--- src/rtl/pmc_params.svh ---
// Constants of the power mode controller: offsets, fields, reset values.
// Assumes an APB slave with 32-bit data and word-aligned registers.
`ifndef PMC_PARAMS_SVH
`define PMC_PARAMS_SVH
`define PMC_ADDR_MODE_REQ   12'h000
`define PMC_ADDR_MODE_STAT  12'h004
`define PMC_ADDR_WAKE_CFG   12'h008
`define PMC_ADDR_RST_CAUSE  12'h00c
`define PMC_ADDR_IRQ_STAT   12'h010
`define PMC_ADDR_IRQ_MASK   12'h014
`define PMC_ADDR_SHD_PINS   12'h018
`define PMC_IRQ_WAKE_BIT    0
`define PMC_IRQ_ACCEPT_BIT  1
`define PMC_IRQ_WIDTH       2
`define PMC_CAUSE_POR       2'h0
`define PMC_CAUSE_PIN_RST   2'h1
`define PMC_CAUSE_SHD_WAKE  2'h2
`define PMC_WAKE_PIN_BIT    0
`define PMC_WAKE_RTC_BIT    1
`define PMC_WAKE_SENS_BIT   2
`define PMC_SETTLE_CYCLES   4'h3
`endif

--- src/rtl/power_mode_pkg.sv ---
// Types shared by the power mode controller.
// Assumes the constants header is included where offsets are needed.
package power_mode_pkg;
	typedef enum logic [1:0] {
		MODE_ACTIVE   = 2'b00,
		MODE_IDLE     = 2'b01,
		MODE_STANDBY  = 2'b10,
		MODE_SHUTDOWN = 2'b11
	} power_mode_t;
	typedef logic [1:0] reset_cause_t;
endpackage

--- src/rtl/power_mode_controller.sv ---
// Power mode controller: mode state machine, domain gating, wake routing.
// Assumes an APB master on clk, and that rst_n is the power-on reset.
//
// Local design decisions: the APB interface to the registers and the register addresses.
`timescale 1ns/1ps
`include "pmc_params.svh"
module power_mode_controller #(
	parameter int GPIO_W = 8
) (
	// Clock and reset
	input  wire logic                        clk,
	input  wire logic                        rst_n,
	// APB slave
	input  wire logic                        psel,
	input  wire logic                        penable,
	input  wire logic                        pwrite,
	input  wire logic [11:0]                 paddr,
	input  wire logic [31:0]                 pwdata,
	output logic                             pready,
	output logic [31:0]                      prdata,
	output logic                             pslverr,
	// Wake and event sources, pin output request
	input  wire logic                        irqEvent,
	input  wire logic                        rtcEvent,
	input  wire logic                        sensorEvent,
	input  wire logic                        resetPinAsync,
	input  wire logic                        debugHaltAsync,
	input  wire logic [GPIO_W-1:0]           gpioIn,
	input  wire logic [GPIO_W-1:0]           gpioOutReq,
	// Domain controls
	output logic                             cpuClockEn,
	output logic                             memClockEn,
	output logic                             periphEn,
	output logic                             alwaysOnDomainPwr,
	output logic                             sensorCtrlPwr,
	output logic                             lowFreqClockEn,
	output logic                             mediumSpeedClockAvail,
	output logic                             highSpeedClockEn,
	output logic                             brownoutDetectorEn,
	output logic                             porEn,
	output logic                             watchdogCounterRun,
	output logic [1:0]                       retainLevel,
	output logic                             sramRetain,
	output logic                             contextRestore,
	output logic                             softReset,
	// Pin latch, mode state and interrupt
	output logic [GPIO_W-1:0]                gpioOut,
	output logic                             gpioLatched,
	output power_mode_pkg::power_mode_t      modeState,
	output logic                             irqOut
);
	import power_mode_pkg::*;

	// ----------------------------------------------------------------
	// Input synchronisers
	// ----------------------------------------------------------------
	logic [GPIO_W+1:0] syncLevel;
	logic [GPIO_W+1:0] syncEdge;
	pin_edge_sync #(.WIDTH(GPIO_W + 2)) u_sync (
		.clk      (clk),
		.rst_n    (rst_n),
		.pinAsync ({debugHaltAsync, resetPinAsync, gpioIn}),
		.pinSync  (syncLevel),
		.pinEdge  (syncEdge)
	);
	wire               resetPinHeld = syncLevel[GPIO_W];
	wire               debugHalt    = syncLevel[GPIO_W+1];
	wire [GPIO_W-1:0]  gpioEdge     = syncEdge[GPIO_W-1:0];

	// ----------------------------------------------------------------
	// Registers
	// ----------------------------------------------------------------
	power_mode_t                 mode_q;
	power_mode_t                 mode_d;
	logic [1:0]                  req_q;
	logic                        reqPend_q;
	logic [2:0]                  wakeCfg_q;
	reset_cause_t                cause_q;
	logic [`PMC_IRQ_WIDTH-1:0]   irqStat_q;
	logic [`PMC_IRQ_WIDTH-1:0]   irqMask_q;
	logic [GPIO_W-1:0]           shdPins_q;
	logic [GPIO_W-1:0]           pinHold_q;
	logic                        held_q;
	logic [3:0]                  settle_q;
	logic                        wasShutdown_q;

	// ----------------------------------------------------------------
	// Bus decode
	// ----------------------------------------------------------------
	// Writes land only at the edge where the master samples pready
	wire wrEn   = psel && penable && pwrite && pready;
	wire rdAcc  = psel && penable && !pwrite;
	wire hitReq = paddr == `PMC_ADDR_MODE_REQ;
	wire hitCfg = paddr == `PMC_ADDR_WAKE_CFG;
	wire hitSt  = paddr == `PMC_ADDR_IRQ_STAT;
	wire hitMsk = paddr == `PMC_ADDR_IRQ_MASK;
	wire hitShd = paddr == `PMC_ADDR_SHD_PINS;
	wire mapped = hitReq || hitCfg || hitSt || hitMsk || hitShd
		|| paddr == `PMC_ADDR_MODE_STAT || paddr == `PMC_ADDR_RST_CAUSE;
	wire [1:0] wrMode = pwdata[1:0];

	// Request only to a lower mode from active is accepted
	wire reqWrite = wrEn && hitReq && mode_q == MODE_ACTIVE && wrMode != MODE_ACTIVE;

	// ----------------------------------------------------------------
	// Wake logic
	// ----------------------------------------------------------------
	wire standbyWake = (wakeCfg_q[`PMC_WAKE_PIN_BIT]  && |gpioEdge)
		|| (wakeCfg_q[`PMC_WAKE_RTC_BIT]  && rtcEvent)
		|| (wakeCfg_q[`PMC_WAKE_SENS_BIT] && sensorEvent);
	wire shutdownWake = |(gpioEdge & shdPins_q);
	wire acceptNow = reqPend_q && settle_q == 4'h0;

	always_comb begin
		mode_d = mode_q;
		unique case (mode_q)
			MODE_ACTIVE:   if (acceptNow) mode_d = power_mode_t'(req_q);
			MODE_IDLE:     if (irqEvent) mode_d = MODE_ACTIVE;
			MODE_STANDBY:  if (standbyWake) mode_d = MODE_ACTIVE;
			MODE_SHUTDOWN: mode_d = MODE_SHUTDOWN;
		endcase
	end

	wire wakeEvt   = (mode_q != MODE_ACTIVE) && (mode_d == MODE_ACTIVE);
	wire [`PMC_IRQ_WIDTH-1:0] irqSet = {acceptNow, wakeEvt};
	wire [`PMC_IRQ_WIDTH-1:0] irqClr = (wrEn && hitSt) ? pwdata[`PMC_IRQ_WIDTH-1:0] : '0;

	// ----------------------------------------------------------------
	// State
	// ----------------------------------------------------------------
	always_ff @(posedge clk) begin
		if (!rst_n) begin
			mode_q        <= MODE_ACTIVE;
			req_q         <= 2'h0;
			reqPend_q     <= 1'b0;
			settle_q      <= 4'h0;
			wakeCfg_q     <= 3'h0;
			irqMask_q     <= '0;
			shdPins_q     <= '0;
			irqStat_q     <= '0;
			held_q        <= 1'b0;
			wasShutdown_q <= 1'b0;
			cause_q       <= `PMC_CAUSE_POR;
		end else if (resetPinHeld || shutdownWake && mode_q == MODE_SHUTDOWN) begin
			// Internal reset: registers cleared, cause and held_q reloaded, pinHold_q kept
			mode_q        <= MODE_ACTIVE;
			req_q         <= 2'h0;
			reqPend_q     <= 1'b0;
			settle_q      <= 4'h0;
			wakeCfg_q     <= 3'h0;
			irqMask_q     <= '0;
			shdPins_q     <= '0;
			irqStat_q     <= '0;
			held_q        <= resetPinHeld;
			wasShutdown_q <= 1'b0;
			cause_q       <= resetPinHeld ? `PMC_CAUSE_PIN_RST : `PMC_CAUSE_SHD_WAKE;
		end else begin
			mode_q    <= mode_d;
			held_q    <= 1'b0;
			if (reqWrite && !reqPend_q) begin
				req_q     <= wrMode;
				reqPend_q <= 1'b1;
				settle_q  <= `PMC_SETTLE_CYCLES;
			end else if (acceptNow) begin
				reqPend_q <= 1'b0;
			end else if (settle_q != 4'h0) begin
				settle_q  <= settle_q - 4'h1;
			end
			if (wrEn && hitCfg) wakeCfg_q <= pwdata[2:0];
			if (wrEn && hitMsk) irqMask_q <= pwdata[`PMC_IRQ_WIDTH-1:0];
			if (wrEn && hitShd) shdPins_q <= pwdata[GPIO_W-1:0];
			// Set beats clear in the same cycle
			irqStat_q <= (irqStat_q & ~irqClr) | irqSet;
			wasShutdown_q <= mode_q == MODE_SHUTDOWN;
		end
	end

	// Pins follow software except while latched
	wire latchPins = mode_q == MODE_STANDBY || mode_q == MODE_SHUTDOWN;
	always_ff @(posedge clk) begin
		if (!rst_n) begin
			pinHold_q <= '0;
		end else if (!latchPins) begin
			pinHold_q <= gpioOutReq;
		end
	end

	// ----------------------------------------------------------------
	// Domain gating, all registered
	// ----------------------------------------------------------------
	wire isAct  = mode_q == MODE_ACTIVE && !resetPinHeld;
	wire isIdle = mode_q == MODE_IDLE && !resetPinHeld;
	wire isStby = mode_q == MODE_STANDBY && !resetPinHeld;
	wire onAny  = isAct || isIdle || isStby;

	wire [31:0] rdMux =
		(paddr == `PMC_ADDR_MODE_REQ)  ? {30'h0, req_q} :
		(paddr == `PMC_ADDR_MODE_STAT) ? {29'h0, reqPend_q, mode_q} :
		hitCfg                         ? {29'h0, wakeCfg_q} :
		(paddr == `PMC_ADDR_RST_CAUSE) ? {30'h0, cause_q} :
		hitSt                          ? {30'h0, irqStat_q} :
		hitMsk                         ? {30'h0, irqMask_q} :
		hitShd                         ? {{(32-GPIO_W){1'b0}}, shdPins_q} : 32'h0;

	always_ff @(posedge clk) begin
		if (!rst_n) begin
			cpuClockEn            <= 1'b0;
			memClockEn            <= 1'b0;
			periphEn              <= 1'b0;
			alwaysOnDomainPwr     <= 1'b0;
			sensorCtrlPwr         <= 1'b0;
			lowFreqClockEn        <= 1'b0;
			mediumSpeedClockAvail <= 1'b0;
			highSpeedClockEn      <= 1'b0;
			brownoutDetectorEn    <= 1'b0;
			porEn                 <= 1'b0;
			watchdogCounterRun    <= 1'b0;
			retainLevel           <= 2'h0;
			sramRetain            <= 1'b0;
			contextRestore        <= 1'b0;
			softReset             <= 1'b0;
			gpioOut               <= '0;
			gpioLatched           <= 1'b0;
			modeState             <= MODE_ACTIVE;
			irqOut                <= 1'b0;
			pready                <= 1'b0;
			prdata                <= 32'h0;
			pslverr               <= 1'b0;
		end else begin
			cpuClockEn            <= isAct;
			memClockEn            <= isAct;
			periphEn              <= isAct || isIdle;
			alwaysOnDomainPwr     <= onAny;
			sensorCtrlPwr         <= onAny;
			lowFreqClockEn        <= onAny;
			mediumSpeedClockAvail <= onAny;
			highSpeedClockEn      <= isAct || isIdle;
			brownoutDetectorEn    <= onAny;
			porEn                 <= onAny;
			watchdogCounterRun    <= (isAct || isIdle) && !debugHalt;
			retainLevel           <= (isAct || isIdle) ? 2'h2 : isStby ? 2'h1 : 2'h0;
			sramRetain            <= onAny;
			contextRestore        <= isStby && standbyWake;
			softReset             <= resetPinHeld || (mode_q == MODE_SHUTDOWN && shutdownWake);
			gpioOut               <= latchPins ? pinHold_q : gpioOutReq;
			gpioLatched           <= latchPins;
			modeState             <= mode_q;
			irqOut                <= |(irqStat_q & irqMask_q);
			// One wait state: answer in the access cycle after the first
			pready                <= psel && penable && !pready;
			prdata                <= rdAcc ? rdMux : 32'h0;
			pslverr               <= psel && penable && !pready && !mapped;
		end
	end

	// ----------------------------------------------------------------
	// Checks
	// ----------------------------------------------------------------
	a_idle_irq_wake: assert property (@(posedge clk) disable iff (!rst_n)
		mode_q == MODE_IDLE && irqEvent && !resetPinHeld |=> mode_q == MODE_ACTIVE)
		else $error("idle did not wake on interrupt");
	a_standby_no_wake: assert property (@(posedge clk) disable iff (!rst_n)
		mode_q == MODE_STANDBY && !standbyWake && !resetPinHeld |=> mode_q == MODE_STANDBY)
		else $error("standby left without wake event");
	a_pin_latch_hold: assert property (@(posedge clk) disable iff (!rst_n)
		gpioLatched && $past(latchPins) && latchPins |=> $stable(gpioOut))
		else $error("latched pins moved");
	a_shut_power_off: assert property (@(posedge clk) disable iff (!rst_n)
		mode_q == MODE_SHUTDOWN ##1 mode_q == MODE_SHUTDOWN |-> !alwaysOnDomainPwr && !sensorCtrlPwr)
		else $error("power left on in shutdown");
	a_shut_pin_wake: assert property (@(posedge clk) disable iff (!rst_n)
		mode_q == MODE_SHUTDOWN && shutdownWake && !resetPinHeld
		|=> mode_q == MODE_ACTIVE && cause_q == `PMC_CAUSE_SHD_WAKE)
		else $error("shutdown pin wake missed");
	a_reset_pin_cause: assert property (@(posedge clk) disable iff (!rst_n)
		resetPinHeld |=> cause_q == `PMC_CAUSE_PIN_RST && !cpuClockEn)
		else $error("reset pin cause wrong");
	a_retain_level: assert property (@(posedge clk) disable iff (!rst_n)
		isStby |=> retainLevel == 2'h1 && sramRetain)
		else $error("standby retention wrong");
	a_watchdog_pause: assert property (@(posedge clk) disable iff (!rst_n)
		mode_q == MODE_STANDBY |=> !watchdogCounterRun)
		else $error("watchdog ran in standby");
	a_accept_gate: assert property (@(posedge clk) disable iff (!rst_n)
		reqWrite && !reqPend_q && !resetPinHeld |=> (mode_q == MODE_ACTIVE) [*3])
		else $error("mode changed before acceptance");
	a_active_run: assert property (@(posedge clk) disable iff (!rst_n)
		mode_q == MODE_ACTIVE && !resetPinHeld |=> cpuClockEn && memClockEn && periphEn)
		else $error("active mode gated a domain");
	a_idle_cpu_off: assert property (@(posedge clk) disable iff (!rst_n)
		mode_q == MODE_IDLE |=> !cpuClockEn && !memClockEn)
		else $error("cpu clocked in idle");
	a_restore_on_wake: assert property (@(posedge clk) disable iff (!rst_n)
		isStby && standbyWake |=> contextRestore && mode_q == MODE_ACTIVE)
		else $error("standby wake did not restore context");
	a_standby_pins_latched: assert property (@(posedge clk) disable iff (!rst_n)
		mode_q == MODE_STANDBY |=> gpioLatched)
		else $error("pins not latched in standby");
	a_shut_stays: assert property (@(posedge clk) disable iff (!rst_n)
		mode_q == MODE_SHUTDOWN && !shutdownWake && !resetPinHeld |=> mode_q == MODE_SHUTDOWN)
		else $error("shutdown left without wake");
	a_shut_clocks_off: assert property (@(posedge clk) disable iff (!rst_n)
		wasShutdown_q |-> !lowFreqClockEn && !mediumSpeedClockAvail && !watchdogCounterRun)
		else $error("clock left running in shutdown");
	a_held_domains_off: assert property (@(posedge clk) disable iff (!rst_n)
		held_q |-> !cpuClockEn && !brownoutDetectorEn && !porEn)
		else $error("domain on while reset pin held");
	a_accept_irq_set: assert property (@(posedge clk) disable iff (!rst_n)
		acceptNow && !resetPinHeld |=> irqStat_q[`PMC_IRQ_ACCEPT_BIT])
		else $error("accepted request not flagged");
endmodule

--- src/rtl/pin_edge_sync.sv ---
// Two-stage synchroniser plus edge detector for a bank of pins.
// Assumes pins are asynchronous to clk.
`timescale 1ns/1ps
module pin_edge_sync #(
	parameter int WIDTH = 8
) (
	// Clock and reset
	input  wire logic             clk,
	input  wire logic             rst_n,
	// Pins
	input  wire logic [WIDTH-1:0] pinAsync,
	output logic      [WIDTH-1:0] pinSync,
	output logic      [WIDTH-1:0] pinEdge
);
	logic [WIDTH-1:0] meta_q;
	logic [WIDTH-1:0] sync_q;
	logic [WIDTH-1:0] last_q;

	// First stage feeds only the second stage
	always_ff @(posedge clk) begin
		if (!rst_n) begin
			meta_q <= '0;
			sync_q <= '0;
			last_q <= '0;
		end else begin
			meta_q <= pinAsync;
			sync_q <= meta_q;
			last_q <= sync_q;
		end
	end

	assign pinSync = sync_q;
	assign pinEdge = sync_q ^ last_q;
endmodule

--- config.mk ---
export PLATFORM = sky130hd
export DESIGN_NAME = power_mode_controller
export DESIGN_NICKNAME = d
export VERILOG_FILES = /design/src/rtl/power_mode_pkg.sv /design/src/rtl/power_mode_controller.sv /design/src/rtl/pin_edge_sync.sv
export VERILOG_INCLUDE_DIRS = /design/src /design/src/rtl
export SDC_FILE = /design/constraint.sdc
export NUM_CORES = 1
export LEC_CHECK = 0
export BUFFER_PORTS_ARGS = -buffer_cell sky130_fd_sc_hd__buf_2
export CAP_MARGIN = 20
export CORE_ASPECT_RATIO = 1.1
export CORE_MARGIN = 2
export CORE_UTILIZATION = 54
export CTS_BUF_LIST = sky130_fd_sc_hd__clkbuf_2
export DETAILED_ROUTE_END_ITERATION = 8
export PLACE_DENSITY = 0.87
export REMOVE_ABC_BUFFERS = 1
export SYNTH_ARGS = -nofsm -noshare
export SYNTH_HDL_FRONTEND = slang
export SYNTH_SLANG_ARGS = --single-unit
export TNS_END_PERCENT = 30
--- constraint.sdc ---
create_clock -name clk -period 2.9 [get_ports clk]
set_input_delay 0.87 -clock clk [delete_from_list [all_inputs] [get_ports clk]]
set_output_delay 0.87 -clock clk [all_outputs]
set_load 0.02 [all_outputs]
**After elaboration in Yosys (flattened, before gate mapping)**

Cells that the tools add are included.

- Add/sub/neg operators: 1
- Eq/ne operators: 10
- Multiplexer cells: 20
- Bitwise operators: 10
- Reduce and logical (&&, ||, !) cells: 64

Operators with widths:

| kind | count |
|---|---|
| $eq A12 B5 Y1 const B | 3 |
| $logic_and A1 B1 Y1 | 25 |
| $eq A12 B4 Y1 const B | 2 |
| $reduce_or A8 Y1 | 3 |
| $mux W2 | 10 |
| $mux W3 | 6 |
| $eq A12 B3 Y1 const B | 1 |
| $logic_not A12 Y1 | 1 |
| $logic_or A1 B1 Y1 | 12 |
| $reduce_or A9 Y1 | 1 |
| $and A8 B8 Y8 | 1 |
| $pmux W2 S4 | 1 |
| $reduce_bool A2 Y1 | 4 |
| $xor A8 B8 Y8 | 1 |
| $logic_not A1 Y1 | 6 |
| $reduce_and A2 Y1 | 3 |
| $reduce_or A2 Y1 | 3 |
| $reduce_or A3 Y1 | 2 |
| $and A2 B2 Y2 | 2 |
| $eq A2 B2 Y1 const B | 2 |
| $logic_not A2 Y1 | 2 |
| $logic_not A4 Y1 | 1 |
| $not A1 Y1 | 4 |
| $reduce_bool A4 Y1 | 1 |
| 6 further kinds | 8 |

- Flip-flop bits (word level): 108
- Input bits: 70
- Output and inout port bits: 62
- Logic and storage cells: 136

**Depth between registers and ports, before layout**

Gate-level depths: netlist (run 1).

- Word-level depth: 10
- Mapped depth: 7
- Mapped depth without buffers: 6

**Cells and area by module**

A second synthesis (run 1) with hierarchy kept.

- Cells, all modules: 368
- Area total of the unflattened synthesis: 3,550.9 um^2

Modules (own cells, without submodules):

| module | times used | cells each | area an instance (um^2) | seq. area each (um^2) |
|---|---|---|---|---|
| power_mode_controller | 1 | 295 | 2,647.5 | 1,101.1 |
| pin_edge_sync | 1 | 73 | 903.4 | 600.6 |

**Worst setup path before layout (run 1)**

OpenSTA, ideal clock, no wires.

- Path kind: input -> register
- Start: in paddr[9]
- End: reg shdPins_q[3]
- Setup time: 0.118 ns
- Data arrival time: 2.134 ns
- Data required time: 2.782 ns
- Slack: 0.649 ns
- Cell stages on the path: 5
- Path buffers: 0
- Cells stage by stage: nor4_4 > nand2_2 > nor4_4 > mux2i_1 > nor2_2

- Cells in the longest elaborated chain, start to end: 2

Ends and longest elaborated chain:

| what | line | RTL |
|---|---|---|
| from (decl) | power_mode_controller.sv:17 | `input wire logic [11:0] paddr,` |
| $eq A12 B5 Y1 (no line) | -- |  |
| $logic_and A1 B1 Y1 | power_mode_controller.sv:171 | `if (wrEn && hitShd) shdPins_q <= pwdata[GPIO_W-1:0];` |
| to (signal assigned) | power_mode_controller.sv:171 |  |
| to (decl) | power_mode_controller.sv:81 | `logic [GPIO_W-1:0] shdPins_q;` |

No other way between the ends.
A chain may end at the register's enable or synchronous reset.

==> results.yml, run 1 <==
outcome:
  outcome: "complete, no violations"
run:
  drv_cap: 0
critical_path:
  cp.required_ns: 2.03
  cp_cell_sequence: "buf_2"
  crit_type: "reg2out"
  path_max_fanout: 7
  slowest_stage: "dfxtp_1"
  crit_arrival_ns: 1.19
  path_buf_inv: 1
  start_kind: "flop"
  end_kind: "output pin"
  cp_top_family: "flip-flops"
  critical-path-max-stage-delay_ns: 0.47
cells_and_area:
  nFillCells: 516
  drive_gt1_frac: 0.288
  final_nets: 490
  multi_input_area_sq_um: 1440
  syn_to_final_growth_pct: 14.1
  regArea_sq_um: 1660
grt:
  grt_pass1_vias: 2222
  grt_antenna_before_repair: 1
  grtUsageTotal: 0.195
  grt_max_degree: 45
  grt.overflow.total: 0
  grt_pass1_wl_mm: 10.3
place:
  portBuffers: 83
  dp_hpwl_mm: 4.69
  gp_congestion: 0.900
synthesis:
  ys_types: 43
  synth.most_common_cell: "dfxtp_1"
  synth_top_area_cell: "dfxtp_1"
  synth_seq_area_share: 0.493
  synth.cell_area_sq_um: 3370
  synthTopCellsByArea: "dfxtp_1 (49%), mux2i_1 (7.7%), buf_4 (7.4%), and2_1 (6.9%), xor2_1 (2.6%)"
  syn-mean-instance-area_sq_um: 9.77
  synth_seq_cells: 83
  synth-edff-count: 0
  yosysWarnings: 0
  yosys.area.top_type_share: 0.493
  synthArstFlopShare: 0
  synth_cells: 345
  synth_ff_type: "dfxtp_1"
  synth_common_cells: "dfxtp_1 (83), and2_1 (37), buf_4 (33)"
routing:
  wire_per_inst_microns: 12.6
  viasPerCell: 4.87
  drc_errors: 0
  drt_wl_total_mm: 6.35
  ant_nets: 0
  first_pass_iters: 4
  drt_iter0_markers: 137
  via_count: 2454
floorplan:
  die_area_sq_um: 6890
  core_sq_um: 6120
  initial_core_util: 0.551
  die_h_microns: 86.9
  dieWidth_microns: 79.3
  rows: 30
  io_pins: 132
sta:
  rsz0062_at_grt: "false"
  finalSetupViolations: 0
  finalHoldWorstSlack_ns: 0.408
  slew_headroom: 0.627
  finClkSkew_ns: 0.0341
  tightest_slew_ns: 0.555
  tns_ns: 0
  hold_viol: 0
  min_period_ns: 2.06
  post-route-period-util: 0.711
  finalMaxSlewViolations: 0
  timing.fmax_ghz: 0.485
cts:
  clk_latency_ns: 0.52
  cts_tree: "built"
  holdBufCountCts: 0
  clock-root-buffer: "clkbuf_2"
  clk_pin_slew_worst_paths_ns: 0.25
  cts.repair.resized: 0
  postCtsSetupBuffers: 0
  htreeDepth: 3
  cts_max_path_buffers: 2
  clkSinkCount: 83
  cts_buffers: 9
pwr:
  powerDensity_nw_per_um2: 583
  peakVddDrop_mv: 0.418
  p_leak_nw: 1.74
min_path:
  hp-class: "reg2reg"
==> report_power, final <==
part	leakage, nW	switching (W)	internal, W	total [W]
clock network	0.0854	0.000410	0.000301	0.000711
registers	0.679	0.0000241	0.00119	0.00121
logic	0.973	0.000196	0.000120	0.000316
==> stage by stage <==
| stage | worst slack (ns) | area [sq um] | utilization | power [W] | cells |
|---|---|---|---|---|---|
| after floorplan | 0.632 | 3140 | - | 0.00144 | 319 |
| after global placement | 0.365 | 3690 | 0.604 | 0.00153 | 487 |
| after detailed placement | 0.343 | 3690 | 0.604 | 0.00155 | 487 |
| after CTS | 0.787 | 3840 | 0.628 | 0.00227 | 503 |
| after global routing | 0.729 | 3850 | 0.629 | 0.00235 | 504 |
| final | 0.838 | 3850 | 0.629 | 0.00224 | 504 |
==> flip-flops by register name (all words and copies together) (netlist names), 2 cells and up <==
name,count
u_sync.last_q,8
req_q,2
irqStat_q,2
mode_q,2
shdPins_q,8
u_sync.pinSync,10
modeState,2
gpioOut,8
u_sync.meta_q,10
prdata,8
settle_q,4
wakeCfg_q,3
irqMask_q,2
cause_q,2
==> worst paths after layout <==
kind | start | end | slack (ns) | cells past startpoint
min | u_sync.pinSync[9] | watchdogCounterRun | 0.41 | 1
min reg2reg | u_sync.pinSync[9] | watchdogCounterRun | 0.41 | 1
max | sramRetain | mediumSpeedClockAvail | 0.84 | 1
max reg2reg | u_sync.pinSync[3] | mode_q[0] | 1.00 | 5
==> cell families after synthesis <==
kind of cell,count (synthesis),synth area share
adders and majority gates,2,0.00743
other,1,0.00111
buffers and inverters,59,0.105
muxes,27,0.0806
AOI/OAI and AO/OA,38,0.0717
DFF,83,0.493
and+or+nand+nor,124,0.213
xor gates and xnor gates,11,0.0286
==> layout make-up <==
class,count,area share
repair buffers,88,0.118
inverters,10,0.00976
clock buffers,9,0.0117
flip-flops and latches,83,0.432
well taps,80,0.0260
clock inverters,7,0.0273
multi-input cells,226,0.375
diodes,1,0.000651
==> metal layers <==
metal  GRT usage  vias to the layer above  part of all wire
li1            -                     1244                 -
met1       0.238                     1119              0.43
met2       0.314                       83              0.50
met3      0.0467                        8             0.058
met4       0.113                        0             0.020
met5           0                        -                 0
==> layout by cell type (no fill, tap or decap), types with 3 or more instances in the layout <==
cell      instances
o21ai_0           7
nor2_1           22
nand3_1           6
or2_2             3
mux2i_1          26
a31oi_1           3
nor2b_1          10
nand2_1          13
inv_6             3
xor2_1           10
inv_1            10
a22oi_1           6
nor2_2            8
dfxtp_1          83
clkbuf_2          9
and2_1           37
nor3_1            7
nor4_1            5
buf_2            83
buf_4             5
conb_1           24
a21oi_1          12
Power figures use the tool's default switching activity.
==> inputs of run 2 (changes only) <==
--- a/config.mk
+++ b/config.mk
@@ -10,10 +10,10 @@
 export CAP_MARGIN = 20
 export CORE_ASPECT_RATIO = 1.1
 export CORE_MARGIN = 2
-export CORE_UTILIZATION = 54
+export CORE_UTILIZATION = 50
 export CTS_BUF_LIST = sky130_fd_sc_hd__clkbuf_2
 export DETAILED_ROUTE_END_ITERATION = 8
-export PLACE_DENSITY = 0.87
+export PLACE_DENSITY = 0.82
 export REMOVE_ABC_BUFFERS = 1
 export SYNTH_ARGS = -nofsm -noshare
 export SYNTH_HDL_FRONTEND = slang
==> constraint.sdc (replaced) <==
create_clock -name clk -period 2.1 [get_ports clk]
set_input_delay 0.63 -clock clk [delete_from_list [all_inputs] [get_ports clk]]
set_output_delay 0.63 -clock clk [all_outputs]
set_load 0.02 [all_outputs]
==> results.yml, run 2 (synthesized netlist as in run 1, its figures left out) <==
cts:
  cts.repair.resized: 0
  cts_tree: "built"
  clk_latency_ns: 0.53
  postCtsSetupBuffers: 0
  clkSinkCount: 83
  clk_pin_slew_worst_paths_ns: 0.21
  cts_buffers: 9
  cts_max_path_buffers: 2
  htreeDepth: 3
  holdBufCountCts: 0
  clock-root-buffer: "clkbuf_2"
grt:
  grtUsageTotal: 0.187
  grt_pass1_vias: 2368
  grt.overflow.total: 0
  grt_pass1_wl_mm: 10.7
  grt_antenna_before_repair: 0
  grt_max_degree: 38
sta:
  slew_headroom: 0.640
  hold_viol: 0
  rsz0062_at_grt: "false"
  min_period_ns: 1.91
  finClkSkew_ns: 0.0313
  finalMaxSlewViolations: 0
  tightest_slew_ns: 0.539
  finalSetupViolations: 0
  timing.fmax_ghz: 0.523
  post-route-period-util: 0.910
  fin_ws_ns: 0.188
pwr:
  p_sw_w: 0.000841
  peakVddDrop_mv: 0.343
  swShare: 0.275
  power_frac_clock: 0.305
  powerDensity_nw_per_um2: 775
  cellInternalPower_w: 0.00222
  p_leak_nw: 1.80
  combPwrFrac: 0.146
  power_frac_seq: 0.549
cells_and_area:
  final_cell_mix: "dfxtp_1 (83), buf_2 (83), and2_1 (37)"
  nFillCells: 565
  final_nets: 503
  drive_gt1_frac: 0.307
  syn_to_final_growth_pct: 17.1
  final_cells: 518
  n_antenna_cell: 0
critical_path:
  start_kind: "flop"
  crit_path_start: "u_sync.pinSync[0]"
  end_kind: "flop"
  r2r_end: "wakeCfg_q[0]"
  crit_end: "wakeCfg_q[0]"
  reg2reg_slack_ns: 0.19
  regToRegStartpoint: "u_sync.pinSync[0]"
  path_max_fanout: 24
  crit_arrival_ns: 2.31
  cp.required_ns: 2.50
  crit_type: "reg2reg"
  r2r_cells: 5
place:
  gp_congestion: 0.879
  portBuffers: 83
  dp.cells: 502
  dp_hpwl_mm: 4.89
  pre_cts_ws_ns: -0.174
run:
  drv_cap: 0
routing:
  via_count: 2479
  wire_per_inst_microns: 12.5
  drt_iter0_markers: 158
  drc_errors: 0
  viasPerCell: 4.79
  drt_wl_total_mm: 6.47
  ant_nets: 0
  first_pass_iters: 4
floorplan:
  die_area_sq_um: 7410
  io_pins: 132
  core_sq_um: 6560
  die_h_microns: 90.1
  rows: 31
  initial_core_util: 0.514
  dieWidth_microns: 82.3
outcome:
  outcome: "complete, no violations"
min_path:
  hp-class: "in2reg"
run 2: final cells by class:
cell class,instances,area (sq um),share of cell area
inverter,10,37.5,0.00951
timing repair buffer,101,563,0.143
clock buffer,10,50.0,0.0127
clock inverter,6,88.8,0.0225
tap,82,103,0.0260
sequential,83,1660,0.421
multi-input combinational,226,1440,0.365
run 2: worst min-delay path by stage:
stage,from,endpoint,slack [ns],depth (start not counted)
3_5_place_dp,u_sync.pinSync[9],watchdogCounterRun,0.38,1
4_1_cts,resetPinAsync,u_sync.meta_q[8],0.24,2
3_3_place_gp,u_sync.pinSync[9],watchdogCounterRun,0.38,1
5_1_grt,gpioIn[0],u_sync.meta_q[0],0.21,2
6_report,resetPinAsync,u_sync.meta_q[8],0.30,2
2_1_floorplan,u_sync.pinSync[9],watchdogCounterRun,0.37,1
run 2: through the flow:
step           power (W)  hold slack (ns)  instance area, sq um  TNS [ns]  utilization
3_5_place_dp     0.00215            0.382                  3810    -0.892        0.581
3_3_place_gp     0.00213            0.379                  3810    -0.733        0.581
2_1_floorplan    0.00199            0.373                  3140         0            -
5_1_grt          0.00322            0.211                  3950         0        0.602
6_report         0.00306            0.298                  3950         0        0.602
4_1_cts          0.00309            0.240                  3950         0        0.602
run 2: power groups by stage:
stage	Sequential [W]	Clock [W]	Combinational, W
after global routing	0.00169	0.00103	0.000498
after floorplan	0.00174	0	0.000256
after global placement	0.00170	0	0.000427
final	0.00168	0.000933	0.000447
after detailed placement	0.00171	0	0.000446
after CTS	0.00168	0.000965	0.000448
run 2: critical path, cell delays in order, from the launching register on:
cell and delay [ns]:
dfxtp_1 0.39, xor2_1 0.22, a22oi_1 0.12, a41oi_1 0.41, or2_2 0.55, nor2_1 0.11
run 2: metal layers:
metal | vias up | GRT usage | routed length, microns | share of wire
li1 | 1266 | - | - | -
met1 | 1111 | 0.223 | 2710 | 0.42
met2 | 89 | 0.305 | 3150 | 0.49
met5 | - | 0 | 0 | 0
met4 | 0 | 0.0792 | 156 | 0.024
met3 | 13 | 0.0582 | 453 | 0.070
==> inputs of run 3 (changes only) <==
--- a/config.mk
+++ b/config.mk
@@ -12,8 +12,10 @@
 export CORE_MARGIN = 2
 export CORE_UTILIZATION = 50
 export CTS_BUF_LIST = sky130_fd_sc_hd__clkbuf_2
+export CTS_CLUSTER_DIAMETER = 200
 export DETAILED_ROUTE_END_ITERATION = 8
 export PLACE_DENSITY = 0.82
+export RECOVER_POWER = 100
 export REMOVE_ABC_BUFFERS = 1
 export SYNTH_ARGS = -nofsm -noshare
 export SYNTH_HDL_FRONTEND = slang
==> results.yml, run 3 (synthesized netlist as in run 1, its figures left out) <==
sta:
  rsz0062_at_grt: "false"
  min_period_ns: 1.89
  finClkSkew_ns: 0.0270
  timing.fmax_ghz: 0.529
  tns_ns: 0
  slew_headroom: 0.274
  hold_viol: 0
  finalSetupViolations: 0
  post-route-period-util: 0.899
  tightest_slew_ns: 1.09
  fin_ws_ns: 0.211
  finalMaxSlewViolations: 0
routing:
  drt_wl_total_mm: 6.45
  viasPerCell: 4.78
  drc_errors: 0
  drt_iter0_markers: 139
  wire_per_inst_microns: 12.4
  ant_nets: 0
  first_pass_iters: 4
  via_count: 2475
critical_path:
  regToRegStartpoint: "pready"
  start_kind: "flop"
  slowest_stage: "dfxtp_1"
  cp.required_ns: 1.47
  crit_arrival_ns: 1.26
  path_buf_inv: 1
  r2r_cells: 5
  cp_top_family: "flip-flops"
  path_max_fanout: 7
  r2r_end: "settle_q[0]"
  cp_cell_sequence: "clkbuf_1"
  crit_type: "reg2out"
  reg2reg_slack_ns: 0.22
  critical-path-max-stage-delay_ns: 0.47
  end_kind: "output pin"
cells_and_area:
  multi_input_area_sq_um: 1420
  finalInstanceArea_sq_um: 3850
  n_antenna_cell: 0
  regArea_sq_um: 1660
  drive_gt1_frac: 0.193
  syn_to_final_growth_pct: 14.2
  final_common_cell: "dfxtp_1"
  nFillCells: 602
  final_nets: 503
  final_cell_mix: "dfxtp_1 (83), clkbuf_1 (45), buf_2 (44)"
cts:
  cts_max_path_buffers: 2
  cts.repair.resized: 0
  holdBufCountCts: 0
  htreeDepth: 3
  postCtsSetupBuffers: 0
  clk_latency_ns: 0.53
  cts_tree: "built"
  clkSinkCount: 83
  clock-root-buffer: "clkbuf_2"
  clk_pin_slew_worst_paths_ns: 0.21
  cts_buffers: 9
floorplan:
  io_pins: 132
  die_h_microns: 90.1
  die_area_sq_um: 7410
  rows: 31
  dieWidth_microns: 82.3
  initial_core_util: 0.514
  core_sq_um: 6560
place:
  dp_hpwl_mm: 4.89
  gp_congestion: 0.879
  pre_cts_ws_ns: -0.174
  portBuffers: 83
  dpl_cell_area_sq_um: 3810
grt:
  grt_max_degree: 38
  grt_antenna_before_repair: 0
  grtUsageTotal: 0.187
  grt.overflow.total: 0
  grt_pass1_vias: 2368
  grt_pass1_wl_mm: 10.7
min_path:
  hp-class: "in2reg"
  hold_depth: 2
  worstHoldEndpoint: "u_sync.meta_q[0]"
  hp-start: "gpioIn[0]"
run:
  drv_cap: 0
pwr:
  p_leak_nw: 1.62
  peakVddDrop_mv: 0.341
  powerDensity_nw_per_um2: 792
  total_power_w: 0.00305
outcome:
  outcome: "complete, no violations"
[run 3: cell types whose count changed in the layout (fill, tap and decap cells not counted)]
cell / before / now
clkbuf_1: 0 / 45
buf_2: 83 / 44
and2_0: 0 / 15
and2_1: 37 / 22
buf_4: 17 / 9
nor2_1: 22 / 25
nor2_2: 8 / 5
clkbuf_4: 0 / 2
nand2_1: 13 / 14
nand2_2: 1 / 0
nor4_1: 5 / 6
nor4_4: 2 / 1
[run 3: where the power goes]
group | leakage (nW) | switching (W) | internal [W]
Sequential | 0.679 | 0.0000360 | 0.00164
Clock | 0.0802 | 0.000534 | 0.000401
Combinational | 0.859 | 0.000275 | 0.000160
Total | 1.62 | 0.000844 | 0.00220
[run 3: layer usage]
metal  track usage  part of all wire
met4        0.0792             0.027
met5             0                 0
met3        0.0582             0.075
met1         0.223              0.41
met2         0.305              0.48
[run 3: worst max-delay path by stage]
stage / startpoint / endpoint / slack [ns] / cells after the start
floorplan: paddr[9] / req_q[0] / 0.07 / 5
global placement: paddr[9] / req_q[1] / -0.14 / 6
detailed placement: paddr[9] / settle_q[0] / -0.17 / 6
CTS: u_sync.pinSync[0] / settle_q[3] / 0.20 / 5
global route: u_sync.pinSync[5] / shdPins_q[2] / 0.03 / 5
finish: sramRetain / brownoutDetectorEn / 0.21 / 1
[run 3: through the flow]
step	cells	hold WS (ns)	utilization
after global routing	518	0.211	0.587
final	518	0.291	0.587
after detailed placement	502	0.382	0.581
after CTS	518	0.240	0.602
after global placement	502	0.379	0.581
after floorplan	319	0.373	-
[run 3: final cells by class]
class | instances | share of cell area
tap | 82 | 0.0267
timing repair buffer | 101 | 0.128
multi-input combinational | 226 | 0.368
clock buffer | 10 | 0.0130
clock inverter | 6 | 0.0231
sequential | 83 | 0.432
inverter | 10 | 0.00975
